$ cat src/step_seq_pkg.sv
// Purpose: shared constants for the step/direction microstep sequencer
// Assumes: 100 MHz core clock
// Notes:   table of 1024 entries spans four full steps
package step_seq_pkg;
	localparam int POS_W         = 10;
	localparam int RES_W         = 4;
	localparam int TIMER_W       = 20;
	localparam int INTERP_LOG_MAX = 8;
	localparam logic [RES_W-1:0] RES_FULL = 4'h8;
	localparam logic [POS_W-1:0] POS_ONE  = 10'h001;
	localparam logic [POS_W-1:0] POS_ZERO = 10'h000;
	localparam logic [TIMER_W-1:0] TIMER_MAX = 20'hfffff;
	localparam logic [TIMER_W-1:0] TIMER_ONE = 20'h00001;
	localparam logic [8:0] MSTEP_ONE = 9'h001;

	typedef enum logic [1:0] {
		ST_MOVING = 2'b01,
		ST_STILL  = 2'b10
	} motion_state_type;
endpackage

$ cat src/step_sync_if.sv
// Purpose: carries synchronised step edge and direction between modules
// Assumes: single core clock
// Notes:   step_rise is a one-cycle pulse
`timescale 1ns/1ps
`default_nettype none
interface step_sync_if;
	logic step_rise; // one-cycle rising edge of step
	logic dir;       // direction captured with that edge
	modport source (output step_rise, output dir);
	modport sink   (input step_rise, input dir);
endinterface
`default_nettype wire

$ cat src/step_dir_microstep_sequencer.sv
// Purpose: step/dir front end with sine-table position and interpolation
// Assumes: resolution code 0 = 256 per full step up to 8 = full step
// Notes:   coil currents come from a table outside, indexed by o_position
`timescale 1ns/1ps
`default_nettype none

// Summary of operation
// - of the two step edges, only rising ones move the position
// - step and direction pass a synchroniser before use
// - position indexes a 1024 entry table, four full steps
// - direction low adds step width, high subtracts it
// - step width is two to the power of the resolution code, held at 256 for codes above 8
// - coarser resolution snaps position to nearest valid point, except during or at the start of a microstep burst
// - full steps sit at 128, 384, 640, 896, moving 256
// - half steps start at 64 by 128; quarter at 32 by 64
// - full and half step points give the documented coil magnitudes
// - each edge while moving becomes evenly spaced single-entry microsteps
// - two to 256 microsteps per input pulse by resolution
// - interval over 2^20 clocks is a standstill event
// - standstill starts standby reduction only when power-down select set
// - standstill flag sets on detection, clears on next edge
// - spacing adapts after one interval; unissued microsteps land as one jump
// - index active at position zero, once per electrical period
module step_dir_microstep_sequencer (
	input  wire logic                           i_core_clk, // core clock
	input  wire logic                           i_reset,    // sync reset
	input  wire logic                           i_step,     // step pin
	input  wire logic                           i_dir,      // direction pin
	input  wire logic [step_seq_pkg::RES_W-1:0] i_res,      // resolution
	input  wire logic                    i_power_down_select_pin, // standby
	input  wire logic                           i_interp_en, // interpolate
	output logic [step_seq_pkg::POS_W-1:0]      o_position, // table index
	output logic                                o_standstill, // stst flag
	output logic                                o_standby,  // reduce current
	output logic                                o_index     // zero point
);
	step_sync_if sync_bus ();

	step_input_sync u_sync (
		.i_core_clk (i_core_clk),
		.i_reset    (i_reset),
		.i_step     (i_step),
		.i_dir      (i_dir),
		.sync_port  (sync_bus)
	);

	logic [step_seq_pkg::POS_W-1:0]   pos;
	logic [step_seq_pkg::POS_W-1:0]   next_pos;
	logic [step_seq_pkg::RES_W-1:0]   res_prev;
	logic [step_seq_pkg::TIMER_W-1:0] interval;   // clocks since last edge
	logic [step_seq_pkg::TIMER_W-1:0] period;     // last measured interval
	logic [step_seq_pkg::TIMER_W-1:0] mstep_tmr;  // clocks to next microstep
	logic [8:0]                       mstep_left; // microsteps still owed
	logic                             mdir;       // direction of this burst
	step_seq_pkg::motion_state_type   state;
	logic                             index_q;

	// step width for a resolution code, saturating at full step
	function automatic logic [step_seq_pkg::POS_W-1:0] width_of(
		input logic [step_seq_pkg::RES_W-1:0] r);
		logic [step_seq_pkg::RES_W-1:0] rc;
		rc = (r > step_seq_pkg::RES_FULL) ? step_seq_pkg::RES_FULL : r;
		width_of = step_seq_pkg::POS_ONE << rc;
	endfunction

	// nearest valid point: grid offset by half a step width
	function automatic logic [step_seq_pkg::POS_W-1:0] snap(
		input logic [step_seq_pkg::POS_W-1:0] p,
		input logic [step_seq_pkg::RES_W-1:0] r);
		logic [step_seq_pkg::POS_W-1:0] w;
		logic [step_seq_pkg::POS_W-1:0] half;
		w    = width_of(r);
		half = w >> 1;
		// floor to grid then add half width: 128/384.. for w=256
		snap = (w == step_seq_pkg::POS_ONE) ? p
			: ((p & ~(w - step_seq_pkg::POS_ONE)) | half);
	endfunction

	localparam logic [step_seq_pkg::TIMER_W-1:0] TIMER_ZERO = '0;

	// codes above full step act as full step, also for the spacing shift
	wire [step_seq_pkg::RES_W-1:0] res_c =
		(i_res > step_seq_pkg::RES_FULL) ? step_seq_pkg::RES_FULL : i_res;
	wire [step_seq_pkg::POS_W-1:0] step_w   = width_of(i_res);
	wire [8:0]  interp_n = step_w[8:0]; // widest width 256 fits
	wire        coarser  = i_res > res_prev;
	wire        do_interp = i_interp_en && (state == step_seq_pkg::ST_MOVING)
	                        && (step_w != step_seq_pkg::POS_ONE);
	wire [step_seq_pkg::TIMER_W-1:0] spacing =
		period >> step_seq_pkg::TIMER_W'(res_c);
	wire        mstep_due = (mstep_left != 9'h000) &&
	                        (mstep_tmr == TIMER_ZERO);
	wire        timeout  = interval == step_seq_pkg::TIMER_MAX;
	// owed microsteps land at once when a new edge cuts a burst short,
	// so the count never drifts from the step pulses
	wire [step_seq_pkg::POS_W-1:0] owed   = {1'b0, mstep_left};
	wire [step_seq_pkg::POS_W-1:0] caught = mdir ? pos - owed : pos + owed;

	// position update: edge, microstep, or resolution snap
	always_comb begin
		next_pos = pos;
		if (sync_bus.step_rise && !do_interp) begin
			// whole step from the caught-up point
			if (sync_bus.dir)
				next_pos = snap(caught, i_res) - step_w;
			else
				next_pos = snap(caught, i_res) + step_w;
		end else if (sync_bus.step_rise) begin
			// new burst cuts the old one: angle jump to its end
			next_pos = caught;
		end else if (mstep_due) begin
			if (mdir)
				next_pos = pos - step_seq_pkg::POS_ONE;
			else
				next_pos = pos + step_seq_pkg::POS_ONE;
		end else if (coarser && mstep_left == 9'h000) begin
			next_pos = snap(pos, i_res);
		end
	end

	// position and resolution history
	always_ff @(posedge i_core_clk) begin
		if (i_reset) begin
			pos      <= step_seq_pkg::POS_ZERO;
			res_prev <= '0;
		end else begin
			pos      <= next_pos;
			res_prev <= i_res;
		end
	end

	// interval measurement, saturating at the measurable limit
	always_ff @(posedge i_core_clk) begin
		if (i_reset) begin
			interval <= '0;
			period   <= step_seq_pkg::TIMER_MAX;
		end else if (sync_bus.step_rise) begin
			interval <= '0;
			period   <= interval; // new rate used for this edge's burst
		end else if (!timeout) begin
			interval <= interval + step_seq_pkg::TIMER_ONE;
		end
	end

	// microstep burst: on an edge, any owed microsteps land as a jump
	always_ff @(posedge i_core_clk) begin
		if (i_reset) begin
			mstep_left <= '0;
			mstep_tmr  <= '0;
			mdir       <= 1'b0;
		end else if (sync_bus.step_rise && do_interp) begin
			// first microstep immediately, jump lands remainder
			mstep_left <= interp_n;
			mstep_tmr  <= '0;
			mdir       <= sync_bus.dir;
		end else if (sync_bus.step_rise) begin
			// a whole step has already landed what was owed
			mstep_left <= '0;
			mstep_tmr  <= '0;
		end else if (mstep_due) begin
			mstep_left <= mstep_left - step_seq_pkg::MSTEP_ONE;
			mstep_tmr  <= spacing;
		end else if (mstep_tmr != TIMER_ZERO) begin
			mstep_tmr  <= mstep_tmr - step_seq_pkg::TIMER_ONE;
		end
	end

	// standstill state: set on timeout, cleared by the next edge
	always_ff @(posedge i_core_clk) begin
		if (i_reset) begin
			state <= step_seq_pkg::ST_STILL;
		end else begin
			case (state)
			step_seq_pkg::ST_MOVING: begin
				if (timeout && !sync_bus.step_rise)
					state <= step_seq_pkg::ST_STILL;
			end
			step_seq_pkg::ST_STILL: begin
				if (sync_bus.step_rise)
					state <= step_seq_pkg::ST_MOVING;
			end
			default: state <= step_seq_pkg::ST_STILL;
			endcase
		end
	end

	// index registered so it is glitch free at the pin
	always_ff @(posedge i_core_clk) begin
		if (i_reset)
			index_q <= 1'b0;
		else
			index_q <= next_pos == step_seq_pkg::POS_ZERO;
	end

	// half-step points never hit zero, so index needs fine stepping
	assign o_position   = pos;
	assign o_standstill = state == step_seq_pkg::ST_STILL;
	assign o_standby    = o_standstill & i_power_down_select_pin;
	assign o_index      = index_q;

	property p_dir_up;
		@(posedge i_core_clk) disable iff (i_reset)
		(sync_bus.step_rise && !do_interp && !sync_bus.dir &&
		 step_w == step_seq_pkg::POS_ONE) |=> pos == $past(pos) + 10'h001;
	endproperty
	a_dir_up: assert property (p_dir_up)
		else $error("fine step did not increment");

	property p_dir_down;
		@(posedge i_core_clk) disable iff (i_reset)
		(sync_bus.step_rise && !do_interp && sync_bus.dir &&
		 step_w == step_seq_pkg::POS_ONE) |=> pos == $past(pos) - 10'h001;
	endproperty
	a_dir_down: assert property (p_dir_down)
		else $error("fine step did not decrement");

	property p_full_grid;
		@(posedge i_core_clk) disable iff (i_reset)
		(sync_bus.step_rise && !do_interp && i_res == 4'h8)
		|=> pos[7:0] == 8'h80;
	endproperty
	a_full_grid: assert property (p_full_grid)
		else $error("full step off 128 grid");

	property p_half_grid;
		@(posedge i_core_clk) disable iff (i_reset)
		(sync_bus.step_rise && !do_interp && i_res == 4'h7)
		|=> pos[6:0] == 7'h40;
	endproperty
	a_half_grid: assert property (p_half_grid)
		else $error("half step off 64 grid");

	property p_stst_clear;
		@(posedge i_core_clk) disable iff (i_reset)
		(o_standstill && sync_bus.step_rise) |=> !o_standstill;
	endproperty
	a_stst_clear: assert property (p_stst_clear)
		else $error("standstill not cleared by edge");

	property p_stst_set;
		@(posedge i_core_clk) disable iff (i_reset)
		(timeout && !sync_bus.step_rise) |=> o_standstill;
	endproperty
	a_stst_set: assert property (p_stst_set)
		else $error("timeout did not flag standstill");

	property p_standby;
		@(posedge i_core_clk) disable iff (i_reset)
		o_standby |-> (o_standstill && i_power_down_select_pin);
	endproperty
	a_standby: assert property (p_standby)
		else $error("standby without standstill and select");

	property p_index;
		@(posedge i_core_clk) disable iff (i_reset)
		o_index |-> pos == 10'h000;
	endproperty
	a_index: assert property (p_index)
		else $error("index away from zero point");

	property p_mstep_one;
		@(posedge i_core_clk) disable iff (i_reset)
		(mstep_due && !sync_bus.step_rise) |=>
		(pos - $past(pos) == 10'h001) || ($past(pos) - pos == 10'h001);
	endproperty
	a_mstep_one: assert property (p_mstep_one)
		else $error("microstep not one entry");

	property p_snap;
		@(posedge i_core_clk) disable iff (i_reset)
		(coarser && !sync_bus.step_rise && mstep_left == 9'h000 &&
		 i_res == step_seq_pkg::RES_FULL) |=> pos[7:0] == 8'h80;
	endproperty
	a_snap: assert property (p_snap)
		else $error("coarser resolution left position off grid");

	property p_burst_min;
		@(posedge i_core_clk) disable iff (i_reset)
		(sync_bus.step_rise && do_interp && i_res == 4'h1)
		|=> mstep_left == 9'h002;
	endproperty
	a_burst_min: assert property (p_burst_min)
		else $error("burst at code one is not two microsteps");

	property p_burst_max;
		@(posedge i_core_clk) disable iff (i_reset)
		(sync_bus.step_rise && do_interp &&
		 i_res == step_seq_pkg::RES_FULL) |=> mstep_left == 9'h100;
	endproperty
	a_burst_max: assert property (p_burst_max)
		else $error("full step burst is not 256 microsteps");

	property p_burst_dir;
		@(posedge i_core_clk) disable iff (i_reset)
		(sync_bus.step_rise && do_interp) |=> mdir == $past(sync_bus.dir);
	endproperty
	a_burst_dir: assert property (p_burst_dir)
		else $error("burst direction not taken with its edge");

	property p_jump;
		@(posedge i_core_clk) disable iff (i_reset)
		(sync_bus.step_rise && do_interp && !mdir) |=>
		pos == $past(pos) + {1'b0, $past(mstep_left)};
	endproperty
	a_jump: assert property (p_jump)
		else $error("owed microsteps not landed on new edge");

	c_standstill: cover property (@(posedge i_core_clk) o_standstill
		##1 !o_standstill);
	c_index: cover property (@(posedge i_core_clk) o_index);
	c_burst: cover property (@(posedge i_core_clk) mstep_due);
	c_jump: cover property (@(posedge i_core_clk)
		sync_bus.step_rise && do_interp && mstep_left != 9'h000);
	c_full_step: cover property (@(posedge i_core_clk)
		sync_bus.step_rise && i_res == step_seq_pkg::RES_FULL);
endmodule
`default_nettype wire

$ cat src/step_input_sync.sv
// Purpose: synchronises step and direction and finds rising step edges
// Assumes: pins asynchronous to the core clock
// Notes:   first stage flops feed only the second stage
`timescale 1ns/1ps
`default_nettype none
module step_input_sync (
	input  wire logic       i_core_clk, // core clock
	input  wire logic       i_reset,    // sync reset, high
	input  wire logic       i_step,     // step pin
	input  wire logic       i_dir,      // direction pin
	step_sync_if.source     sync_port   // edge and direction out
);
	logic step_meta;
	logic step_sync;
	logic step_prev;
	logic dir_meta;
	logic dir_sync;

	// two-flop synchronisers, then a history flop for the edge
	always_ff @(posedge i_core_clk) begin
		if (i_reset) begin
			step_meta <= 1'b0;
			step_sync <= 1'b0;
			step_prev <= 1'b0;
			dir_meta  <= 1'b0;
			dir_sync  <= 1'b0;
		end else begin
			step_meta <= i_step;
			step_sync <= step_meta;
			step_prev <= step_sync;
			dir_meta  <= i_dir;
			dir_sync  <= dir_meta;
		end
	end

	// falling edges never produce a pulse
	assign sync_port.step_rise = step_sync & ~step_prev;
	assign sync_port.dir       = dir_sync;

	property p_rise_only;
		@(posedge i_core_clk) disable iff (i_reset)
		sync_port.step_rise |-> (step_sync && !step_prev);
	endproperty
	a_rise_only: assert property (p_rise_only)
		else $error("step pulse without rising edge");

	property p_sync_delay;
		@(posedge i_core_clk) disable iff (i_reset)
		sync_port.step_rise |-> $past(i_step, 2) && !$past(i_step, 3);
	endproperty
	a_sync_delay: assert property (p_sync_delay)
		else $error("step edge not delayed through synchroniser");
endmodule
`default_nettype wire

$ cat config.mk
export PLATFORM = sky130hd
export DESIGN_NAME = step_dir_microstep_sequencer
export DESIGN_NICKNAME = d
export VERILOG_FILES = /design/src/step_seq_pkg.sv /design/src/step_sync_if.sv /design/src/step_dir_microstep_sequencer.sv /design/src/step_input_sync.sv
export SDC_FILE = /design/constraint.sdc
export NUM_CORES = 1
export LEC_CHECK = 0
export ABC_AREA = 0
export BUFFER_PORTS_ARGS = -buffer_cell sky130_fd_sc_hd__buf_2
export CAP_MARGIN = 0
export CORE_ASPECT_RATIO = 1.75
export CORE_MARGIN = 2
export CORE_UTILIZATION = 45
export DETAILED_ROUTE_END_ITERATION = 16
export GPL_TIMING_DRIVEN = 0
export PLACE_DENSITY_LB_ADDON = 0.08
export RECOVER_POWER = 50
export SKIP_LAST_GASP = 1
export SYNTH_ARGS = -nofsm -noshare
export SYNTH_HDL_FRONTEND = slang
export SYNTH_SLANG_ARGS = --single-unit
$ cat constraint.sdc
create_clock -name i_core_clk -period 4.9 [get_ports i_core_clk]
set_input_delay 0.735 -clock i_core_clk [delete_from_list [all_inputs] [get_ports i_core_clk]]
set_output_delay 0.735 -clock i_core_clk [all_outputs]
set_load 0.01 [all_outputs]
==> results of run 1 <==
power by group:
part / internal, uW / switching, uW
logic: 1330 / 1950
registers: 878 / 152
clock network: 354 / 339
total: 2560 / 2440
metal layers:
metal | global-route usage (%) | routed length (um)
met5 | 0 | 0
met4 | 18.2 | 1580
met3 | 2.69 | 725
met2 | 55.3 | 12700
met1 | 28.9 | 8170
registers in the layout (all words and copies together) (netlist names), 2 cells and up:
name,count
interval,20
period,20
mstep_left,9
mstep_tmr,20
o_position,10
res_prev,4
state,2
synthesized netlist by cell type (6+ instances only):
cell type  count  area share [%]
a211oi_1      20             2.2
a21o_1         6            0.66
a21oi_1       68             5.0
a31oi_1        8            0.74
and2_1         9            0.83
and3_1        11             1.0
clkbuf_1      35             1.9
dfxtp_1       92              27
ha_1          36             6.6
inv_1         27             1.5
mux2_2         6             1.0
mux2i_1       46             6.8
nand2_1       87             4.8
nand2b_1       7            0.65
nand3_1       42             3.1
nand4_1        9            0.83
nor2_1        91             5.0
nor2b_1       20             1.8
nor3_1        45             3.3
nor4_1         6            0.55
o211ai_1       7            0.77
o21a_1         8            0.89
o21ai_0       29             2.1
or2_2          6            0.55
or3_1          9            0.83
xnor2_1       28             3.6
xor2_1        25             3.2
cell type report:
cell class / count / area, um2
plain buffers: 45 / 190
well taps: 183 / 229
fillers: 1531 / 7360
repair buffers: 22 / 95.1
flip-flops and latches: 92 / 1840
inverters: 31 / 116
clock inverters: 6 / 52.6
multi-input cells: 710 / 4720
clock buffers: 10 / 229
per-stage QoR:
step	std cells	utilization [%]	worst slack (ns)	total power [uW]
4_1_cts	1099	50.3	0.0202	4920
2_1_floorplan	879	-	0.293	3430
6_report	1099	50.4	0.267	4990
5_1_grt	1099	50.4	0.0240	5370
3_3_place_gp	1083	48.0	-1.86	4110
3_5_place_dp	1083	48.0	-1.74	4170
logic make-up after synthesis:
group | after synthesis | share of synthesized area [%]
buffers and inverters | 77 | 4.61
muxes | 53 | 8.12
DFF | 92 | 27.2
adders and majority gates | 39 | 7.53
xor gates and xnor gates | 53 | 6.84
AOI/OAI and AO/OA | 195 | 18.6
and+or+nand+nor | 370 | 27.1
worst max path at each step:
stage	to	slack (ns)	depth (start not counted)
6_report	o_index	0.27	19
5_1_grt	o_index	0.02	20
4_1_cts	o_index	0.02	18
3_5_place_dp	o_index	-1.74	18
3_3_place_gp	o_index	-1.86	18
2_1_floorplan	o_index	0.29	17
repair_timing:
item,in CTS,in global routing
pin swaps,0,0
gates resized for setup,11,12
setup endpoints to repair,7,4
buffers inserted,0,1
==> flow_summary.toml, run 1 <==
[timing]
min_period_over_period_pct = 94.6
slew_headroom_pct = 17.4
fmax_ghz = 0.216
rsz0062_at_grt = "false"
worst_slew_pin_slew_ns = 1.23
fin_crit_ns = 4.63
whs_ns = 0.438
finalHoldViolations = 0
skew_ns = 0.0116
slew_violations = 0
setup_viol = 0
tns_ns = 0

[routing]
route.vias.total = 6698
vias_per_cell = 6.09
drt_iter0_drc = 391
drtPass1Iterations = 5
drt_wl_total_mm = 23.1
route.detailed.drc = 0
drt-wirelength-per-cell_um = 21.1
ant_nets = 0

[global_route]
grt_pass1_wl_mm = 36.5
grt_overflow_total = 0
track_usage_pct = 28.7
grt_pass1_vias = 6781
antenna_found_initial = 0
grt_max_degree = 18

[setup_path]
timing.rr.start = "mstep_left[0]"
crit_top_cell = "clkbuf_1"
worstPathArrival_ns = 4.91
critical_path_class = "input port to flop"
startpoint_type = "input port"
cp_max_fo = 10
crit_path_top_delay_cell = "or3_4"
timing.critical_path.buf_inv = 5
r2r_setup_slack_ns = 0.30
cp-startpoint = "i_res[3]"
critPathTopFamily = "compound AO/OA/AOI/OAI gates"
required_ns = 5.18
timing.critical_path.to_type = "flop"
crit_path_max_incr_delay_ns = 0.40
crit_chain = "clkbuf_1, clkbuf_1, buf_2, or3_4, nor2_4, inv_1, ha_1, clkbuf_1, or3_1, a21oi_1, o32ai_1, ha_1, a21oi_1, a31oi_1, xnor2_1, nor2_1, a211o_1, a221o_1, nor3_2"
timing.rr.end = "o_index"
ff2ff_path_depth = 20

[cts]
clockBufferDepth = 2
clkSinkCount = 92
clockRootBuffer = "clkbuf_16"
clock_latency_ns = 0.35
numCtsBuffers = 9
clk_pin_slew_worst_paths_ns = 0.07
cts_hold_buffers = 0
tritoncts = "done"
h-tree-depth = 3

[floorplan]
fp.dieArea_um2 = 16100
core-area_um2 = 14800
fp-row-count = 59
die_h_um = 166
io_pins = 23
start_util_pct = 45.7
die-width_um = 96.8

[layout]
layout-drive-gt1-share_pct = 7.86
num_antenna_cells = 0
post-route-cell-area_um2 = 7480
nets = 960
final_cell_mix = "nor2_1 (90), dfxtp_1 (90), nand2_1 (87), a21oi_1 (67), clkbuf_1 (50)"
area_growth_pct = 10.3

[placement]
place_hpwl_mm = 18.4
io_buffers = 21
placed_area_um2 = 7120
gp_congestion = 0.955

[logic_synthesis]
synth_fp_nets = 928
synth_cells = 879
synth_warnings = 0
syn_area_um2 = 6780
synth_edf_count = 0
yosysSeqAreaShare_pct = 27.2
synthArstFlopShare_pct = 0
synth_area_per_cell_um2 = 7.72
synth-seq-cells = 92
synthDistinctLibCells = 78
synth_ff_type = "dfxtp_1"

[pwr]
p_per_area_nw_per_um2 = 668
peakVddDrop_mv = 0.302
leakagePower_uw = 0.00298

[worst_hold_path]
hp-start = "u_sync.step_meta"
whs_path_depth = 1
worstHoldPathType = "flop to flop"
hold_end = "u_sync.step_sync"

[run]
cap_violations = 0

[outcome]
status = "finished clean"
Power figures use the tool's default switching activity.
==> run 2, diff against run 1 <==
==> constraint.sdc (replaced) <==
create_clock -name i_core_clk -period 4.45 [get_ports i_core_clk]
set_input_delay 0.6675 -clock i_core_clk [delete_from_list [all_inputs] [get_ports i_core_clk]]
set_output_delay 0.6675 -clock i_core_clk [all_outputs]
set_load 0.01 [all_outputs]
==> run 2 against run 1 <==
Combinational power rose by 23%. Sequential power increased by 11%. Cell count is 0.73% higher. Count of clock-buffer cells in the layout shrank 1. Via count increased by 1.3%. Sequential share of layout area is 0.51 points lower. Largest power group unchanged.
==> flow_summary.toml, run 2 (synthesis gave the netlist of run 1 again) <==
[floorplan]
core-area_um2 = 14800
die-width_um = 96.8
fp.dieArea_um2 = 16100
start_util_pct = 45.7
fp-row-count = 59
io_pins = 23
die_h_um = 166

[routing]
route.detailed.drc = 0
drt_wl_total_mm = 23.9
ant_nets = 0
drt_iter0_drc = 318
drtPass1Iterations = 5
drt-wirelength-per-cell_um = 21.6
route.vias.total = 6785
vias_per_cell = 6.13

[pwr]
seqPwrFrac_pct = 19.3
p_sw_share_pct = 48.1
leakagePower_uw = 0.00308
clockPowerShare_pct = 12.6
combPwrFrac_pct = 68.1
peakVddDrop_mv = 0.321
switchingPower_uw = 2830
p_per_area_nw_per_um2 = 768
intPower_uw = 3050

[worst_hold_path]
hp-start = "u_sync.step_meta"
whs_path_depth = 1
worstHoldPathType = "flop to flop"

[setup_path]
cp-startpoint = "i_res[1]"
startpoint_type = "input port"
worstPathArrival_ns = 4.64
setup.worst_path.end = "o_index"
timing.rr.end = "o_index"
timing.critical_path.to_type = "flop"
timing.rr.start = "mstep_left[1]"
ff2ff_path_depth = 18
r2r_setup_slack_ns = 0.18
cp_max_fo = 10
required_ns = 4.73
critical_path_class = "input port to flop"

[global_route]
grt_pass1_vias = 6877
grt_pass1_wl_mm = 37.2
antenna_found_initial = 0
track_usage_pct = 29.3
grt_max_degree = 17
grt_overflow_total = 0

[timing]
fin_crit_ns = 4.36
finalHoldViolations = 0
skew_ns = 0.0124
worst_slew_pin_slew_ns = 1.28
slew_headroom_pct = 13.8
whs_ns = 0.441
setup_viol = 0
min_period_over_period_pct = 98.0
slew_violations = 0
fmax_ghz = 0.229
tns_ns = 0

[layout]
final_cell_mix = "dfxtp_1 (90), nor2_1 (88), nand2_1 (87), a21oi_1 (64), mux2i_1 (46)"
num_antenna_cells = 0
top_regs = "interval: 20 flops, mstep_tmr: 20 flops, period: 20 flops"
mostFrequentLayoutCell = "dfxtp_1"
area_growth_pct = 12.9
layout-drive-gt1-share_pct = 11.3
nets = 969

[placement]
gp_congestion = 0.969
place_hpwl_mm = 18.5
io_buffers = 21

[outcome]
status = "finished clean"

[cts]
clockRootBuffer = "clkbuf_16"
clockBufferDepth = 2
tritoncts = "done"
h-tree-depth = 3
clock_latency_ns = 0.35
numCtsBuffers = 9
clk_pin_slew_worst_paths_ns = 0.07
clkSinkCount = 92

[run]
cap_violations = 0
[run 2: per-stage QoR]
stage / power, uW / util [%] / worst slack [ns] / area [um2] / std cells
6_report: 5880 / 51.6 / 0.0874 / 7660 / 1107
4_1_cts: 5470 / 50.7 / 0.000302 / 7530 / 1103
3_3_place_gp: 4530 / 48.0 / -1.99 / 7120 / 1083
5_1_grt: 6320 / 51.6 / -0.0356 / 7660 / 1107
2_1_floorplan: 3780 / - / 0.0829 / 6790 / 879
3_5_place_dp: 4610 / 48.0 / -1.91 / 7130 / 1084
[run 2: cell type report]
cell class                 count  area, um2
timing repair buffer          33        178
clock inverter                 6       47.5
sequential                    92       1850
clock buffer                   9        225
buffer                        43        194
multi-input combinational    710       4820
tap                          183        229
fill                        1513       7180
inverter                      31        116
[run 2: per-layer routing]
layer,track usage (%),up-vias,part of all wire [%]
met5,0,-,0
met4,20.8,0,7.9
met3,3.57,91,3.5
met2,56.3,205,54
met1,28.2,3233,34
li1,-,3256,-
[run 2: worst min-delay path by stage]
stage	endpoint	slack, ns
after floorplan	u_sync.step_sync	0.41
after global placement	u_sync.sync_port.dir	0.42
after detailed placement	u_sync.step_sync	0.43
after CTS	u_sync.step_sync	0.44
after global routing	u_sync.step_sync	0.47
final	u_sync.step_sync	0.44
[run 2: repair_timing]
| item | CTS | global route |
|---|---|---|
| buffers inserted | 5 | 6 |
| pin swaps | 5 | 4 |
| resized for setup | 24 | 22 |
| hold buffers | 0 | 0 |
| setup endpoints to repair | 8 | 4 |
[run 2: power by group through the flow]
stage / clock, uW / sequential (uW) / combinational (uW)
5_1_grt: 783 / 1150 / 4380
3_3_place_gp: 0 / 1140 / 3390
3_5_place_dp: 0 / 1150 / 3460
2_1_floorplan: 0 / 1110 / 2660
4_1_cts: 752 / 1130 / 3590
6_report: 740 / 1140 / 4010
[run 2: worst max-delay path, cell delays in order]
cell,delay (ns)
buf_2,0.13
clkbuf_2,0.21
or3_4,0.48
nor2_4,0.22
ha_1,0.26
nor4b_4,0.36
nor2_2,0.08
o21ai_2,0.19
ha_1,0.25
nor2b_1,0.16
o2111ai_2,0.29
a31o_2,0.21
a21oi_1,0.11
a2111oi_4,0.42
o2111a_1,0.30
o211ai_1,0.16
nor3_2,0.13
